## src/core/ixs_pkg.sv

```systemverilog
/*
 ixs_pkg: constants, types and helpers of the increment/decrement/jump executor.
 assumes a 12-bit APB byte address and a 16-bit program word.
*/
package ixs_pkg;

	// ****************
	// widths and map
	// ****************
	localparam int          PC_W        = 21;
	localparam int          FA_W        = 12;
	localparam logic [11:0] ADDR_CTRL   = 12'h000;
	localparam logic [11:0] ADDR_BANK   = 12'h004;
	localparam logic [11:0] ADDR_WREG   = 12'h008;
	localparam logic [11:0] ADDR_STATUS = 12'h00C;
	localparam logic [11:0] ADDR_PC     = 12'h010;
	localparam logic [11:0] ADDR_INDEX  = 12'h014;
	localparam int          CTRL_RUN    = 0;
	localparam int          CTRL_EXT    = 1;
	localparam int          ST_C        = 0;
	localparam int          ST_DC       = 1;
	localparam int          ST_Z        = 2;
	localparam int          ST_OV       = 3;
	localparam int          ST_N        = 4;

	// ****************
	// encodings
	// ****************
	localparam logic [7:0]      OPC_JUMP     = 8'hEF;
	localparam logic [5:0]      OPC_DEC_SNZ  = 6'h13;
	localparam logic [5:0]      OPC_INC      = 6'h0A;
	localparam logic [5:0]      OPC_INC_SZ   = 6'h0F;
	localparam logic [7:0]      ACC_LOW_MAX  = 8'h5F;
	localparam logic [7:0]      BYTE_ONES    = 8'hFF;
	localparam logic [7:0]      BYTE_MAXPOS  = 8'h7F;
	localparam logic [3:0]      NIB_ONES     = 4'hF;
	localparam logic [PC_W-1:0] PC_STEP      = 21'h0_0002;

	typedef enum logic [1:0] {Q1 = 2'b00, Q2 = 2'b01, Q3 = 2'b10, Q4 = 2'b11} ixs_quarter_type;
	typedef enum logic [2:0] {
		OP_NOP = 3'b000, OP_DEC_SNZ = 3'b001, OP_JUMP = 3'b010, OP_INC = 3'b011, OP_INC_SZ = 3'b100
	} ixs_op_type;

	typedef struct packed {
		logic            rd;
		logic            wr;
		logic [FA_W-1:0] addr;
		logic [7:0]      wdata;
	} ixs_file_req_type;

	typedef struct packed {
		ixs_quarter_type q;
		logic            run;
		logic            ext;
		logic [PC_W-1:0] pc;
		logic [15:0]     ir;
		logic [7:0]      wreg;
		logic [4:0]      status;
		logic [3:0]      bank_select_register;
		logic [FA_W-1:0] idx;
		logic [1:0]      skip;
		logic [7:0]      opnd;
		logic [7:0]      res;
		logic [7:0]      kl;
		logic [FA_W-1:0] faddr;
		logic [31:0]     prdata;
		logic            pslverr;
	} ixs_state_type;

	localparam ixs_state_type STATE_RST = '0;

	function automatic ixs_op_type ixs_decode(input logic [15:0] w);
		if (w[15:8] == OPC_JUMP) return OP_JUMP;
		if (w[15:10] == OPC_DEC_SNZ) return OP_DEC_SNZ;
		if (w[15:10] == OPC_INC) return OP_INC;
		if (w[15:10] == OPC_INC_SZ) return OP_INC_SZ;
		return OP_NOP;
	endfunction : ixs_decode

	function automatic logic ixs_two_word(input logic [15:0] w);
		return w[15:8] == OPC_JUMP;
	endfunction : ixs_two_word

endpackage : ixs_pkg

```

## src/core/ixs_core.sv

```systemverilog
/*
 ixs_core: executes decrement-skip-nonzero, absolute jump, increment-file and
 increment-skip-zero in four quarters per instruction cycle, one quarter a clock.
 assumes program memory and data file answer combinationally in the same cycle.
*/
//
// Behaviour
// - decrement-skip-nonzero subtracts one; nonzero result turns next instruction into nop
// - decrement-skip-nonzero is one word, one cycle, two skipping, three over two-word
// - every skipped cycle is idle in all quarters; two-word skip idles twice
// - absolute jump loads its 20-bit literal into program counter bits 20..1
// - jump literal covers 0 to 1048575
// - jump is first word EF plus k7..0, second word F plus k19..8
// - jump takes two cycles, two words, no flag change
// - jump reads low byte in Q2, high bits and counter write in Q4, then idles
// - increment-file adds one and sets carry, digit carry, negative, overflow, zero
// - increment destination bit zero writes accumulator, one writes file register
// - bank-access bit zero addresses the access bank
// - access bit zero, extended set on, address up to 95 uses indexed offset
// - increment-skip-zero adds one, stores at destination, skips on zero result
// - increment-skip-zero changes no status flag
// - file operand spans 0..255 with one-bit destination and access selectors
// - bank-access bit one takes the bank from the bank select register
// - decrement destination zero writes accumulator, one writes file register
`timescale 1ns/1ps
module ixs_core
	import ixs_pkg::*;
#(
	parameter logic [3:0] ACCESS_HI_PAGE = 4'hF
)(
	// clock and reset
	input  wire logic             pclk,
	input  wire logic             presetn,
	// apb slave
	input  wire logic             psel,
	input  wire logic             penable,
	input  wire logic             pwrite,
	input  wire logic [11:0]      paddr,
	input  wire logic [31:0]      pwdata,
	output logic      [31:0]      prdata,
	output logic                  pready,
	output logic                  pslverr,
	// program memory
	output logic      [PC_W-1:0]  pm_addr,
	input  wire logic [15:0]      pm_data,
	// data file
	output ixs_file_req_type      file_req,
	input  wire logic [7:0]       file_rdata
);

	// ****************
	// state
	// ****************
	ixs_state_type s_r;
	ixs_state_type s_nxt;
	ixs_op_type    exec_op;
	logic          is_byte;
	logic          dst_file;
	logic          apb_setup;
	logic          apb_wr;

	// skipped cycles execute as nop whatever the word holds
	assign exec_op   = (s_r.skip != 2'h0) ? OP_NOP : ixs_decode(s_r.ir);
	assign is_byte   = (exec_op == OP_DEC_SNZ) || (exec_op == OP_INC) || (exec_op == OP_INC_SZ);
	assign dst_file  = s_r.ir[9];
	assign apb_setup = psel && !penable;
	assign apb_wr    = psel && penable && pwrite;

	// ****************
	// outputs
	// ****************
	assign pready         = psel && penable;
	assign prdata         = s_r.prdata;
	assign pslverr        = s_r.pslverr;
	assign pm_addr        = s_r.pc;
	assign file_req.rd    = s_r.run && (s_r.q == Q2) && is_byte;
	assign file_req.wr    = s_r.run && (s_r.q == Q4) && is_byte && dst_file;
	assign file_req.addr  = s_r.faddr;
	assign file_req.wdata = s_r.res;

	// ****************
	// next state
	// ****************
	always_comb
	begin
		s_nxt = s_r;
		// read data is latched in setup so the access phase shows a flop
		if (apb_setup)
		begin
			s_nxt.prdata  = 32'h0000_0000;
			s_nxt.pslverr = 1'b0;
			case (paddr)
				ADDR_CTRL:   s_nxt.prdata = {30'h0000_0000, s_r.ext, s_r.run};
				ADDR_BANK:   s_nxt.prdata = {28'h000_0000, s_r.bank_select_register};
				ADDR_WREG:   s_nxt.prdata = {24'h00_0000, s_r.wreg};
				ADDR_STATUS: s_nxt.prdata = {27'h000_0000, s_r.status};
				ADDR_PC:     s_nxt.prdata = {11'h000, s_r.pc};
				ADDR_INDEX:  s_nxt.prdata = {20'h0_0000, s_r.idx};
				default:     s_nxt.pslverr = 1'b1;
			endcase
		end
		if (apb_wr)
		begin
			case (paddr)
				ADDR_CTRL:
				begin
					s_nxt.run = pwdata[CTRL_RUN];
					s_nxt.ext = pwdata[CTRL_EXT];
				end
				ADDR_BANK:   s_nxt.bank_select_register = pwdata[3:0];
				ADDR_WREG:   s_nxt.wreg = pwdata[7:0];
				ADDR_STATUS: s_nxt.status = pwdata[4:0];
				ADDR_PC:
				begin
					// software writes reach the counter only while halted, odd bit stays clear
					if (!s_r.run)
						s_nxt.pc = {pwdata[PC_W-1:1], 1'b0};
				end
				ADDR_INDEX:  s_nxt.idx = pwdata[FA_W-1:0];
				default:     s_nxt.pslverr = s_r.pslverr;
			endcase
		end
		if (s_r.run)
		begin
			s_nxt.q = ixs_quarter_type'(s_r.q + 2'h1);
			case (s_r.q)
				Q1:
				begin
					if (is_byte)
					begin
						if (s_r.ir[8])
							s_nxt.faddr = {s_r.bank_select_register, s_r.ir[7:0]};
						else if (s_r.ext && (s_r.ir[7:0] <= ACC_LOW_MAX))
							s_nxt.faddr = s_r.idx + {4'h0, s_r.ir[7:0]};
						else if (s_r.ir[7:0] <= ACC_LOW_MAX)
							s_nxt.faddr = {4'h0, s_r.ir[7:0]};
						else
							s_nxt.faddr = {ACCESS_HI_PAGE, s_r.ir[7:0]};
					end
				end
				Q2:
				begin
					if (is_byte)
						s_nxt.opnd = file_rdata;
					if (exec_op == OP_JUMP)
						s_nxt.kl = s_r.ir[7:0];
				end
				Q3:
				begin
					if (exec_op == OP_DEC_SNZ)
						s_nxt.res = s_r.opnd - 8'h01;
					else if (is_byte)
						s_nxt.res = s_r.opnd + 8'h01;
				end
				Q4:
				begin
					// fetch of the following word overlaps every cycle
					s_nxt.ir = pm_data;
					s_nxt.pc = s_r.pc + PC_STEP;
					if (s_r.skip != 2'h0)
						s_nxt.skip = s_r.skip - 2'h1;
					if (is_byte && !dst_file)
						s_nxt.wreg = s_r.res;
					case (exec_op)
						OP_JUMP:
						begin
							// 20-bit literal spans the whole word range
							s_nxt.pc   = {pm_data[11:0], s_r.kl, 1'b0};
							s_nxt.skip = 2'h1;
						end
						OP_DEC_SNZ:
						begin
							if (s_r.res != 8'h00)
								s_nxt.skip = ixs_two_word(pm_data) ? 2'h2 : 2'h1;
						end
						OP_INC_SZ:
						begin
							if (s_r.res == 8'h00)
								s_nxt.skip = ixs_two_word(pm_data) ? 2'h2 : 2'h1;
						end
						OP_INC:
						begin
							s_nxt.status[ST_C]  = (s_r.opnd == BYTE_ONES);
							s_nxt.status[ST_DC] = (s_r.opnd[3:0] == NIB_ONES);
							s_nxt.status[ST_Z]  = (s_r.res == 8'h00);
							s_nxt.status[ST_OV] = (s_r.opnd == BYTE_MAXPOS);
							s_nxt.status[ST_N]  = s_r.res[7];
						end
						default: s_nxt.skip = s_nxt.skip;
					endcase
				end
				default: s_nxt.q = Q1;
			endcase
		end
	end

	always_ff @(posedge pclk or negedge presetn)
	begin
		if (!presetn)
			s_r <= STATE_RST;
		else
			s_r <= s_nxt;
	end
endmodule : ixs_core

```

## config.mk

```make
export PLATFORM = sky130hd
export DESIGN_NAME = ixs_core
export DESIGN_NICKNAME = d
export VERILOG_FILES = /design/src/core/ixs_pkg.sv /design/src/core/ixs_core.sv
export SDC_FILE = /design/constraint.sdc
export NUM_CORES = 1
export LEC_CHECK = 0
export BUFFER_PORTS_ARGS = -buffer_cell sky130_fd_sc_hd__buf_4
export CORE_MARGIN = 2
export CORE_UTILIZATION = 56
export DETAILED_ROUTE_END_ITERATION = 16
export GPL_TIMING_DRIVEN = 0
export PLACE_DENSITY_LB_ADDON = 0.1
export SLEW_MARGIN = 20
export SYNTH_ARGS = -nofsm -noshare
export SYNTH_HDL_FRONTEND = slang
export SYNTH_SLANG_ARGS = --single-unit
```

## constraint.sdc

```tcl
create_clock -name pclk -period 3.53 [get_ports pclk]
set_input_delay 0.353 -clock pclk [delete_from_list [all_inputs] [get_ports pclk]]
set_output_delay 0.353 -clock pclk [all_outputs]
set_load 0.1 [all_outputs]
```

==> key figures, run 1 <==
Outcome
  – Run status: finished, final reports clean

GRT
  – Initial antenna violation count: 0
  – Vias in the first global route: 6,150
  – Total track usage: 0.297
  – Global-route wire length before repair: 33.3 mm
  – Grt ovf: 0
  – Largest net degree at the start of global routing: 77

Power and ir drop
  – Max VDD drop: 0.000365 V
  – Leakage power: 4.56 nW
  – Total power: 3.71 mW
  – Power per Cell Area: 383 nW/µm²

Place
  – GP Congestion: 0.983
  – DP Worst Slack: 565 ps
  – Buffers on Ports: 127
  – Dpl hpwl: 15.5 mm

Final layout
  – Filler cells: 1,145
  – Most common cell after layout, fill and taps aside: buf_4
  – Final net count: 1,062
  – Register Area: 3250 µm²
  – Layout cells sized above 1: 0.304
  – Area delta synth->final: 24.6%
  – Commonest non-fill, non-tap cells in the layout: 200 x buf_4, 130 x dfrtp_1, 128 x nand2_1, 47 x o21ai_0, 36 x mux2_2
  – Inserted Diodes: 0
  – Area of the multi-input gates: 3780 µm²

CTS
  – Total CTS buffers: 17
  – CTS tree: built
  – Cts repair resizes: 0
  – Sink Count: 130
  – Root Buffer: clkbuf_16
  – Worst-Skew Late Latency: 430 ps
  – H-tree depth: 4
  – Reg clk slew, reported paths: 60 ps
  – Clk buf depth: 2

Hold path
  – Hold EP: s_r[114]$_DFFE_PN0P_
  – Hold WC Path Type: input port to flop
  – HP Start: pm_data[14]
  – Hold Crit Depth: 3

Critical path
  – CP delay by family, top: buffers and inverters
  – Critical Path, Cell by Cell: ha_1 -> and2_1 -> clkbuf_1 -> clkbuf_1 -> and3_1 -> buf_4
  – WS Path Type: flop to primary output
  – CP Capture Type: primary output
  – Bufs and invs on worst path: 3
  – Reg2reg setup slack: 530 ps
  – CP Max Fanout: 10
  – Worst EP arrival: 2660 ps
  – RR Endpoint: file_req[6]$_DFFE_PN0P_
  – FF-to-FF path depth: 11
  – Crit-path max cell delay: 530 ps
  – Reg2reg start: s_r[110]$_DFFE_PN0P_
  – Setup crit start kind: flop
  – WP data required: 3180 ps
  – Critical path's slowest cell: clkbuf_1
  – Crit-path most repeated cell: clkbuf_1

Floorplanning
  – Number of placed I/O pins: 150
  – Starting Density: 0.567
  – Chip width: 122 µm
  – # rows: 43
  – Core footprint: 13,700 µm²
  – DIE AREA: 14,800 µm²
  – Die height: 122 µm

STA
  – Slew margin rel.: 0.502
  – RSZ-0062 raised after global routing: false
  – Final setup viols: 0
  – Fin crit period: 3020 ps
  – Final critical-path share of the clock period: 0.854
  – Worst Skew: 8.77 ps
  – Slew at the pin with the worst max-slew slack: 743 ps
  – Final Max Slew Viols: 0
  – Setup Total Neg Slack: 0 ps
  – Final Hold Fails: 0
  – Final worst slack: 514 ps
  – Fmax: 332 MHz

Flow run
  – Max-Cap Viols: 0

Routing
  – DRT antenna net count: 0
  – Initial drt markers: 741
  – Vias: 6,566
  – Avg WL per Cell: 18.0 µm
  – Via-per-instance ratio: 5.66
  – DR DRC count: 0
  – WL final: 20.9 mm
  – DR pass1 iterations: 5

Synthesis
  – Synth warn: 0
  – Seq cells post-synth: 130
  – Synthesized area: 7780 µm²
  – Avg Cell Area, Syn: 9.60 µm²
  – Area contributors post-synth: dfrtp_1 42%, buf_4 7.1%, nand2_1 6.2%
  – Post-synthesis async set-or-reset flop share: 1.00
  – Dominant cell type by area after synthesis: dfrtp_1
  – Yosys cell types: 66
  – Yosys top cell area share: 0.418
  – EDFF count, synth: 0
  – Mapped Cells: 810
  – Top FF cell, synth: dfrtp_1
  – Sequential fraction of the synthesis area: 0.418
cells in the mapped netlist, types with 11 or more instances:
| cell type | n |
|---|---|
| buf_4 | 74 |
| nor3_1 | 16 |
| ha_1 | 19 |
| nor2b_1 | 15 |
| mux2_2 | 36 |
| o21ai_0 | 47 |
| xnor2_1 | 12 |
| clkbuf_1 | 22 |
| nor2_1 | 32 |
| nand3_1 | 27 |
| inv_1 | 16 |
| mux2i_1 | 31 |
| a21oi_1 | 25 |
| nand2_1 | 128 |
| xor2_1 | 21 |
| a211oi_1 | 11 |
| dfrtp_1 | 130 |
how the worst max path moves through the flow:
stage / from / endpoint / slack [ps] / depth (start not counted)
floorplan: s_r[112]$_DFFE_PN0P_ / file_req[6]$_DFFE_PN0P_ / 840 / 11
global placement: s_r[112]$_DFFE_PN0P_ / file_req[6]$_DFFE_PN0P_ / 560 / 11
detailed placement: s_r[112]$_DFFE_PN0P_ / file_req[6]$_DFFE_PN0P_ / 560 / 11
CTS: s_r[112]$_DFFE_PN0P_ / file_req[6]$_DFFE_PN0P_ / 540 / 11
global route: s_r[110]$_DFFE_PN0P_ / file_req[6]$_DFFE_PN0P_ / 200 / 11
finish: s_r[139]$_DFFE_PN0P_ / file_req[20] / 510 / 6
layer usage:
layer  wire [µm]  global-route usage  vias up
li1            -                   -     3093
met1        9190               0.415     3156
met2        9660               0.468      268
met3        1420              0.0562       49
met4         618               0.105        0
met5           0                   0        -
where the power goes:
group | total, mW | internal [mW] | switching, mW
Combinational | 0.254 | 0.0827 | 0.171
Sequential | 1.50 | 1.50 | 0.00359
Clock | 1.96 | 1.27 | 0.683
worst reg2reg max path, cell delays in order, from the launching register on:
cell,delay (ps)
dfrtp_1,350
buf_2,160
nor3b_1,250
o21ai_2,160
nor4_4,610
ha_1,400
a21o_1,210
a21oi_1,220
o21bai_1,90
a21oi_1,170
xor2_1,160
o21ai_0,80
cells by family after synthesis:
kind of cell,after synthesis,share of synthesized area
adder cells (fa/ha/maj),21,0.0357
buffers and inverters,126,0.100
AND/OR/NAND/NOR,279,0.187
flip-flops,130,0.418
other,1,0.000482
XOR/XNOR,33,0.0372
AO/OA/AOI/OAI,151,0.123
multiplexers,69,0.0978
repair_timing:
item | 4_1_cts | 5_1_grt
buffers inserted | 0 | 0
hold endpoints to repair | 54 | 0
hold buffers | 1 | 0
metrics by stage:
step	util	hold slack (ps)	std cells	instance area (µm²)
5_1_grt	0.706	127	1161	9690
3_3_place_gp	0.656	452	1127	8990
4_1_cts	0.706	124	1161	9690
6_report	0.706	121	1161	9690
3_5_place_dp	0.658	298	1128	9030
2_1_floorplan	-	57.4	820	7820
flip-flops by register name (all words and copies together) (netlist names):
signal and cells:
pm_addr 21, prdata 21, pslverr 1, file_req 20, s_r 66, dst_file 1
final cells by class:
| cell class | instances | area share |
|---|---|---|
| Multi-Input combinational cell | 564 | 0.390 |
| Sequential cell | 130 | 0.336 |
| Timing Repair Buffer | 129 | 0.103 |
| Buffer | 110 | 0.0741 |
| Clock buffer | 20 | 0.0461 |
| Tap cell | 180 | 0.0232 |
| Clock inverter | 12 | 0.0212 |
| Inverter | 16 | 0.00620 |
(Power assumes the default switching activity.)
==> run 2, diff against run 1 <==
- CELL_PAD_IN_SITES_DETAIL_PLACEMENT: unset -> 1
- CELL_PAD_IN_SITES_GLOBAL_PLACEMENT: unset -> 2
- CORE_UTILIZATION: 56 -> 35
==> key figures, run 2 (synthesis results as in run 1) <==
Outcome
  – Run status: finished, final reports clean

Hold path
  – Hold EP: s_r[115]$_DFFE_PN0P_
  – HP Start: pm_data[15]
  – Hold WC Path Type: input port to flop
  – Hold Crit Depth: 3

Place
  – Dpl hpwl: 19.5 mm
  – Buffers on Ports: 127
  – DP Worst Slack: 321 ps
  – GP Congestion: 0.899

Routing
  – Via-per-instance ratio: 5.20
  – DR DRC count: 0
  – DR pass1 iterations: 7
  – Initial drt markers: 319
  – DRT antenna net count: 0
  – WL final: 25.3 mm
  – Vias: 6,563
  – Avg WL per Cell: 20.1 µm

Floorplanning
  – DIE AREA: 23,400 µm²
  – Starting Density: 0.356
  – Number of placed I/O pins: 150
  – # rows: 54
  – Die height: 153 µm
  – Chip width: 153 µm
  – Core footprint: 21,800 µm²

Critical path
  – CP Capture Type: flop
  – Reg2reg start: s_r[112]$_DFFE_PN0P_
  – CP Max Fanout: 10
  – Crit-path max cell delay: 640 ps
  – CP delay by family, top: compound AO/OA/AOI/OAI gates
  – FF-to-FF path depth: 11
  – RR Endpoint: file_req[6]$_DFFE_PN0P_
  – WP data required: 3820 ps
  – Reg2reg setup slack: 320 ps
  – Critical path's slowest cell: nor4_4
  – Setup crit start kind: flop
  – Bufs and invs on worst path: 1
  – Critical Path, Cell by Cell: buf_2 -> nor3b_1 -> o21ai_2 -> nor4_4 -> ha_1 -> a21o_1 -> a21oi_1 -> o21bai_1 -> a21oi_1 -> xor2_1 -> o21ai_0
  – Worst EP arrival: 3500 ps
  – WS Path Type: flop to flop
  – Crit-path most repeated cell: a21oi_1

GRT
  – Vias in the first global route: 6,938
  – Initial antenna violation count: 0
  – Largest net degree at the start of global routing: 77
  – Global-route wire length before repair: 40.3 mm
  – Total track usage: 0.221
  – Grt ovf: 0

CTS
  – Clk buf depth: 2
  – CTS tree: built
  – Hold_buf cts: 1
  – Cts repair resizes: 0
  – Total CTS buffers: 17
  – Sink Count: 130
  – Setup bufs post-CTS: 0
  – Worst-Skew Late Latency: 420 ps
  – H-tree depth: 4
  – Reg clk slew, reported paths: 60 ps
  – Root Buffer: clkbuf_16

Final layout
  – Inserted Diodes: 0
  – Filler cells: 2,509
  – Most common cell after layout, fill and taps aside: buf_4
  – Register bank with the most flops: s_r
  – Commonest non-fill, non-tap cells in the layout: 200 x buf_4, 130 x dfrtp_1, 128 x nand2_1, 47 x o21ai_0, 36 x mux2_2
  – Layout cells sized above 1: 0.306
  – Area delta synth->final: 25.4%
  – Flip-flop count of the largest register after layout: 66
  – Final Util: 0.447
  – Final net count: 1,062

STA
  – Final Max Slew Viols: 0
  – Final Hold Fails: 0
  – Slew at the pin with the worst max-slew slack: 828 ps
  – Final setup viols: 0
  – RSZ-0062 raised after global routing: false
  – Slew margin rel.: 0.445
  – Fin crit period: 3210 ps
  – Fmax: 312 MHz
  – Worst Skew: 8.98 ps
  – Final worst slack: 323 ps
  – Final critical-path share of the clock period: 0.909
  – Setup Total Neg Slack: 0 ps

Power and ir drop
  – Seq pwr share: 0.422
  – P_int: 2.64 mW
  – Max VDD drop: 0.000315 V
  – Leakage power: 4.53 nW
  – Power per Cell Area: 364 nW/µm²
  – P_sw: 0.907 mW
  – Switching fraction of total power: 0.255
  – Combinational Power Share: 0.073
  – Clock power share: 0.505

Flow run
  – Max-Cap Viols: 0
run 2: cell types whose count changed in the layout (fill, tap and decap cells not counted), sizes merged:
cell | before | now
inv | 17 | 21
bufinv | 5 | 2
clkbuf | 42 | 40
clkinv | 4 | 5
run 2: worst max path at each step:
stage | from | end | cells after the start
3_3_place_gp | s_r[110]$_DFFE_PN0P_ | file_req[6]$_DFFE_PN0P_ | 11
5_1_grt | s_r[112]$_DFFE_PN0P_ | file_req[6]$_DFFE_PN0P_ | 11
2_1_floorplan | s_r[112]$_DFFE_PN0P_ | file_req[6]$_DFFE_PN0P_ | 11
3_5_place_dp | s_r[112]$_DFFE_PN0P_ | file_req[6]$_DFFE_PN0P_ | 11
6_report | s_r[112]$_DFFE_PN0P_ | file_req[6]$_DFFE_PN0P_ | 11
4_1_cts | s_r[112]$_DFFE_PN0P_ | file_req[6]$_DFFE_PN0P_ | 11
run 2: area by class of cell:
| type | count | area, µm² | share of cell area |
|---|---|---|---|
| Buffer | 110 | 718 | 0.0736 |
| Clock buffer | 18 | 439 | 0.0450 |
| Clock inverter | 14 | 151 | 0.0155 |
| Inverter | 16 | 60.1 | 0.00616 |
| Multi-Input combinational cell | 564 | 3780 | 0.388 |
| Sequential cell | 130 | 3250 | 0.334 |
| Tap cell | 280 | 350 | 0.0359 |
| Timing Repair Buffer | 129 | 998 | 0.102 |
run 2: worst min-delay path: cells and delay by family:
| family | cells | cell delay [ps] |
|---|---|---|
| buffers and inverters | 1 | 80 |
| AND/OR/NAND/NOR | 2 | 90 |
run 2: stage by stage:
| stage | cell area, µm² | power, mW | hold slack (ps) | std cells |
|---|---|---|---|---|
| 2_1_floorplan | 7820 | 1.65 | 57.4 | 820 |
| 3_3_place_gp | 9120 | 1.78 | 451 | 1227 |
| 3_5_place_dp | 9150 | 1.79 | 304 | 1228 |
| 4_1_cts | 9750 | 3.59 | 124 | 1261 |
| 5_1_grt | 9750 | 3.66 | 143 | 1261 |
| 6_report | 9750 | 3.55 | 133 | 1261 |
run 2: power by group through the flow:
stage	logic, mW	clock network [mW]	registers [mW]
6_report	0.260	1.79	1.50
5_1_grt	0.276	1.89	1.50
4_1_cts	0.262	1.83	1.50
3_5_place_dp	0.261	0	1.53
3_3_place_gp	0.252	0	1.53
2_1_floorplan	0.129	0	1.52
run 2: metal layers:
metal	wire, µm	GRT usage	vias to the layer above
li1	-	-	3095
met1	11600	0.298	3262
met2	12100	0.361	175
met3	969	0.0363	31
met4	633	0.0785	0
met5	0	0	-
==> run 3, diff against run 2 <==
- CORE_ASPECT_RATIO: unset -> 1.1
==> key figures, run 3 (synthesis results as in run 1) <==
Critical path
  – Critical Path, Cell by Cell: ha_1 -> and2_1 -> clkbuf_1 -> clkbuf_1 -> and3_1 -> buf_4
  – Reg2reg start: s_r[110]$_DFFE_PN0P_
  – Crit-path max cell delay: 550 ps
  – Setup crit start kind: flop
  – WS Path Type: flop to primary output
  – Reg2reg setup slack: 460 ps
  – Critical path's slowest cell: clkbuf_1
  – Crit-path most repeated cell: clkbuf_1
  – CP Capture Type: primary output
  – Worst EP arrival: 2760 ps
  – RR Endpoint: file_req[6]$_DFFE_PN0P_
  – FF-to-FF path depth: 11
  – CP Max Fanout: 10
  – WP data required: 3180 ps

Place
  – GP Congestion: 0.866
  – Buffers on Ports: 127
  – Dpl hpwl: 19.2 mm

STA
  – Final Max Slew Viols: 0
  – Final Hold Fails: 0
  – Setup Total Neg Slack: 0 ps
  – RSZ-0062 raised after global routing: false
  – Slew margin rel.: 0.410
  – Final critical-path share of the clock period: 0.883
  – Final setup viols: 0
  – Fmax: 321 MHz
  – Worst Skew: 11.8 ps
  – Fin crit period: 3120 ps
  – Slew at the pin with the worst max-slew slack: 880 ps

GRT
  – Vias in the first global route: 6,744
  – Initial antenna violation count: 0
  – Grt ovf: 0
  – Total track usage: 0.222
  – Largest net degree at the start of global routing: 82
  – Global-route wire length before repair: 39.6 mm

Hold path
  – Hold WC Path Type: input port to flop
  – HP Start: pm_data[12]
  – Hold EP: s_r[112]$_DFFE_PN0P_
  – Hold Crit Depth: 3

Final layout
  – Flip-flop count of the largest register after layout: 66
  – Most common cell after layout, fill and taps aside: buf_4
  – Area delta synth->final: 25.7%
  – Register bank with the most flops: s_r
  – Area of the multi-input gates: 3780 µm²
  – Filler cells: 2,595
  – Register Area: 3250 µm²
  – Commonest non-fill, non-tap cells in the layout: 200 x buf_4, 130 x dfrtp_1, 128 x nand2_1, 47 x o21ai_0, 36 x mux2_2
  – Final net count: 1,062
  – Layout cells sized above 1: 0.306
  – Inserted Diodes: 0

Flow run
  – Max-Cap Viols: 0

Power and ir drop
  – Power per Cell Area: 365 nW/µm²
  – Total power: 3.57 mW
  – Leakage power: 4.54 nW
  – Max VDD drop: 0.000328 V

Outcome
  – Run status: finished, final reports clean

Floorplanning
  – Core footprint: 22,000 µm²
  – Die height: 160 µm
  – Number of placed I/O pins: 150
  – Chip width: 146 µm
  – DIE AREA: 23,400 µm²
  – # rows: 57
  – Starting Density: 0.354

Routing
  – Via-per-instance ratio: 5.05
  – DRT antenna net count: 0
  – Vias: 6,440
  – DR DRC count: 0
  – Initial drt markers: 299
  – WL final: 25.3 mm
  – DR pass1 iterations: 5
  – Avg WL per Cell: 19.8 µm

CTS
  – Reg clk slew, reported paths: 60 ps
  – Worst-Skew Late Latency: 430 ps
  – Clk buf depth: 2
  – Sink Count: 130
  – Root Buffer: clkbuf_16
  – H-tree depth: 4
  – Setup bufs post-CTS: 0
  – Cts repair resizes: 0
  – CTS tree: built
  – Total CTS buffers: 17
## run 3: repair_timing
action                                  4_1_cts  5_1_grt
endpoints found under the setup margin        0        0
endpoints found under the hold margin        49        0
hold buffers                                  1        0
## run 3: cell type report
| cell class | count | share of cell area |
|---|---|---|
| Buffer | 110 | 0.0735 |
| Multi-Input combinational cell | 564 | 0.387 |
| Sequential cell | 130 | 0.333 |
| Inverter | 16 | 0.00614 |
| Tap cell | 295 | 0.0378 |
| Clock buffer | 18 | 0.0449 |
| Clock inverter | 14 | 0.0159 |
| Timing Repair Buffer | 129 | 0.102 |
## run 3: where the power goes
group          total (mW)  leakage [nW]  switching, mW  internal (mW)
sequential           1.50          1.61        0.00370           1.49
combinational       0.259          2.64          0.176         0.0827
clock                1.82         0.293          0.746           1.07
## run 3: layer usage
metal | wire length (µm) | global-route usage | up-vias
met2 | 12600 | 0.377 | 119
met1 | 11500 | 0.294 | 3202
met4 | 419 | 0.0622 | 0
met3 | 782 | 0.0349 | 22
met5 | 0 | 0 | -
li1 | - | - | 3097
## run 3: worst max-delay path by stage
stage | cells after the start | endpoint | start | slack, ps
floorplan | 11 | file_req[6]$_DFFE_PN0P_ | s_r[112]$_DFFE_PN0P_ | 840
global placement | 11 | file_req[6]$_DFFE_PN0P_ | s_r[112]$_DFFE_PN0P_ | 450
detailed placement | 11 | file_req[6]$_DFFE_PN0P_ | s_r[110]$_DFFE_PN0P_ | 440
CTS | 11 | file_req[6]$_DFFE_PN0P_ | s_r[110]$_DFFE_PN0P_ | 430
global route | 11 | file_req[6]$_DFFE_PN0P_ | s_r[112]$_DFFE_PN0P_ | 20
finish | 6 | file_req[20] | s_r[139]$_DFFE_PN0P_ | 410
## run 3: stage by stage
| stage | hold slack, ps | instances | cell area, µm² | utilization | worst slack, ps |
|---|---|---|---|---|---|
| after floorplan | 57.4 | 820 | 7820 | - | 839 |
| after global placement | 453 | 1242 | 9140 | 0.416 | 455 |
| after detailed placement | 295 | 1243 | 9170 | 0.418 | 442 |
| after CTS | 123 | 1276 | 9780 | 0.445 | 432 |
| after global routing | 125 | 1276 | 9780 | 0.445 | 23.2 |
| final | 124 | 1276 | 9780 | 0.445 | 413 |
## run 3: worst max-delay path, delay by kind of cell (launching register included)
family | cells | cell delay (ps)
flops | 1 | 410
fa+ha+maj | 1 | 180
simple gates | 2 | 400
buf+inv | 3 | 1330
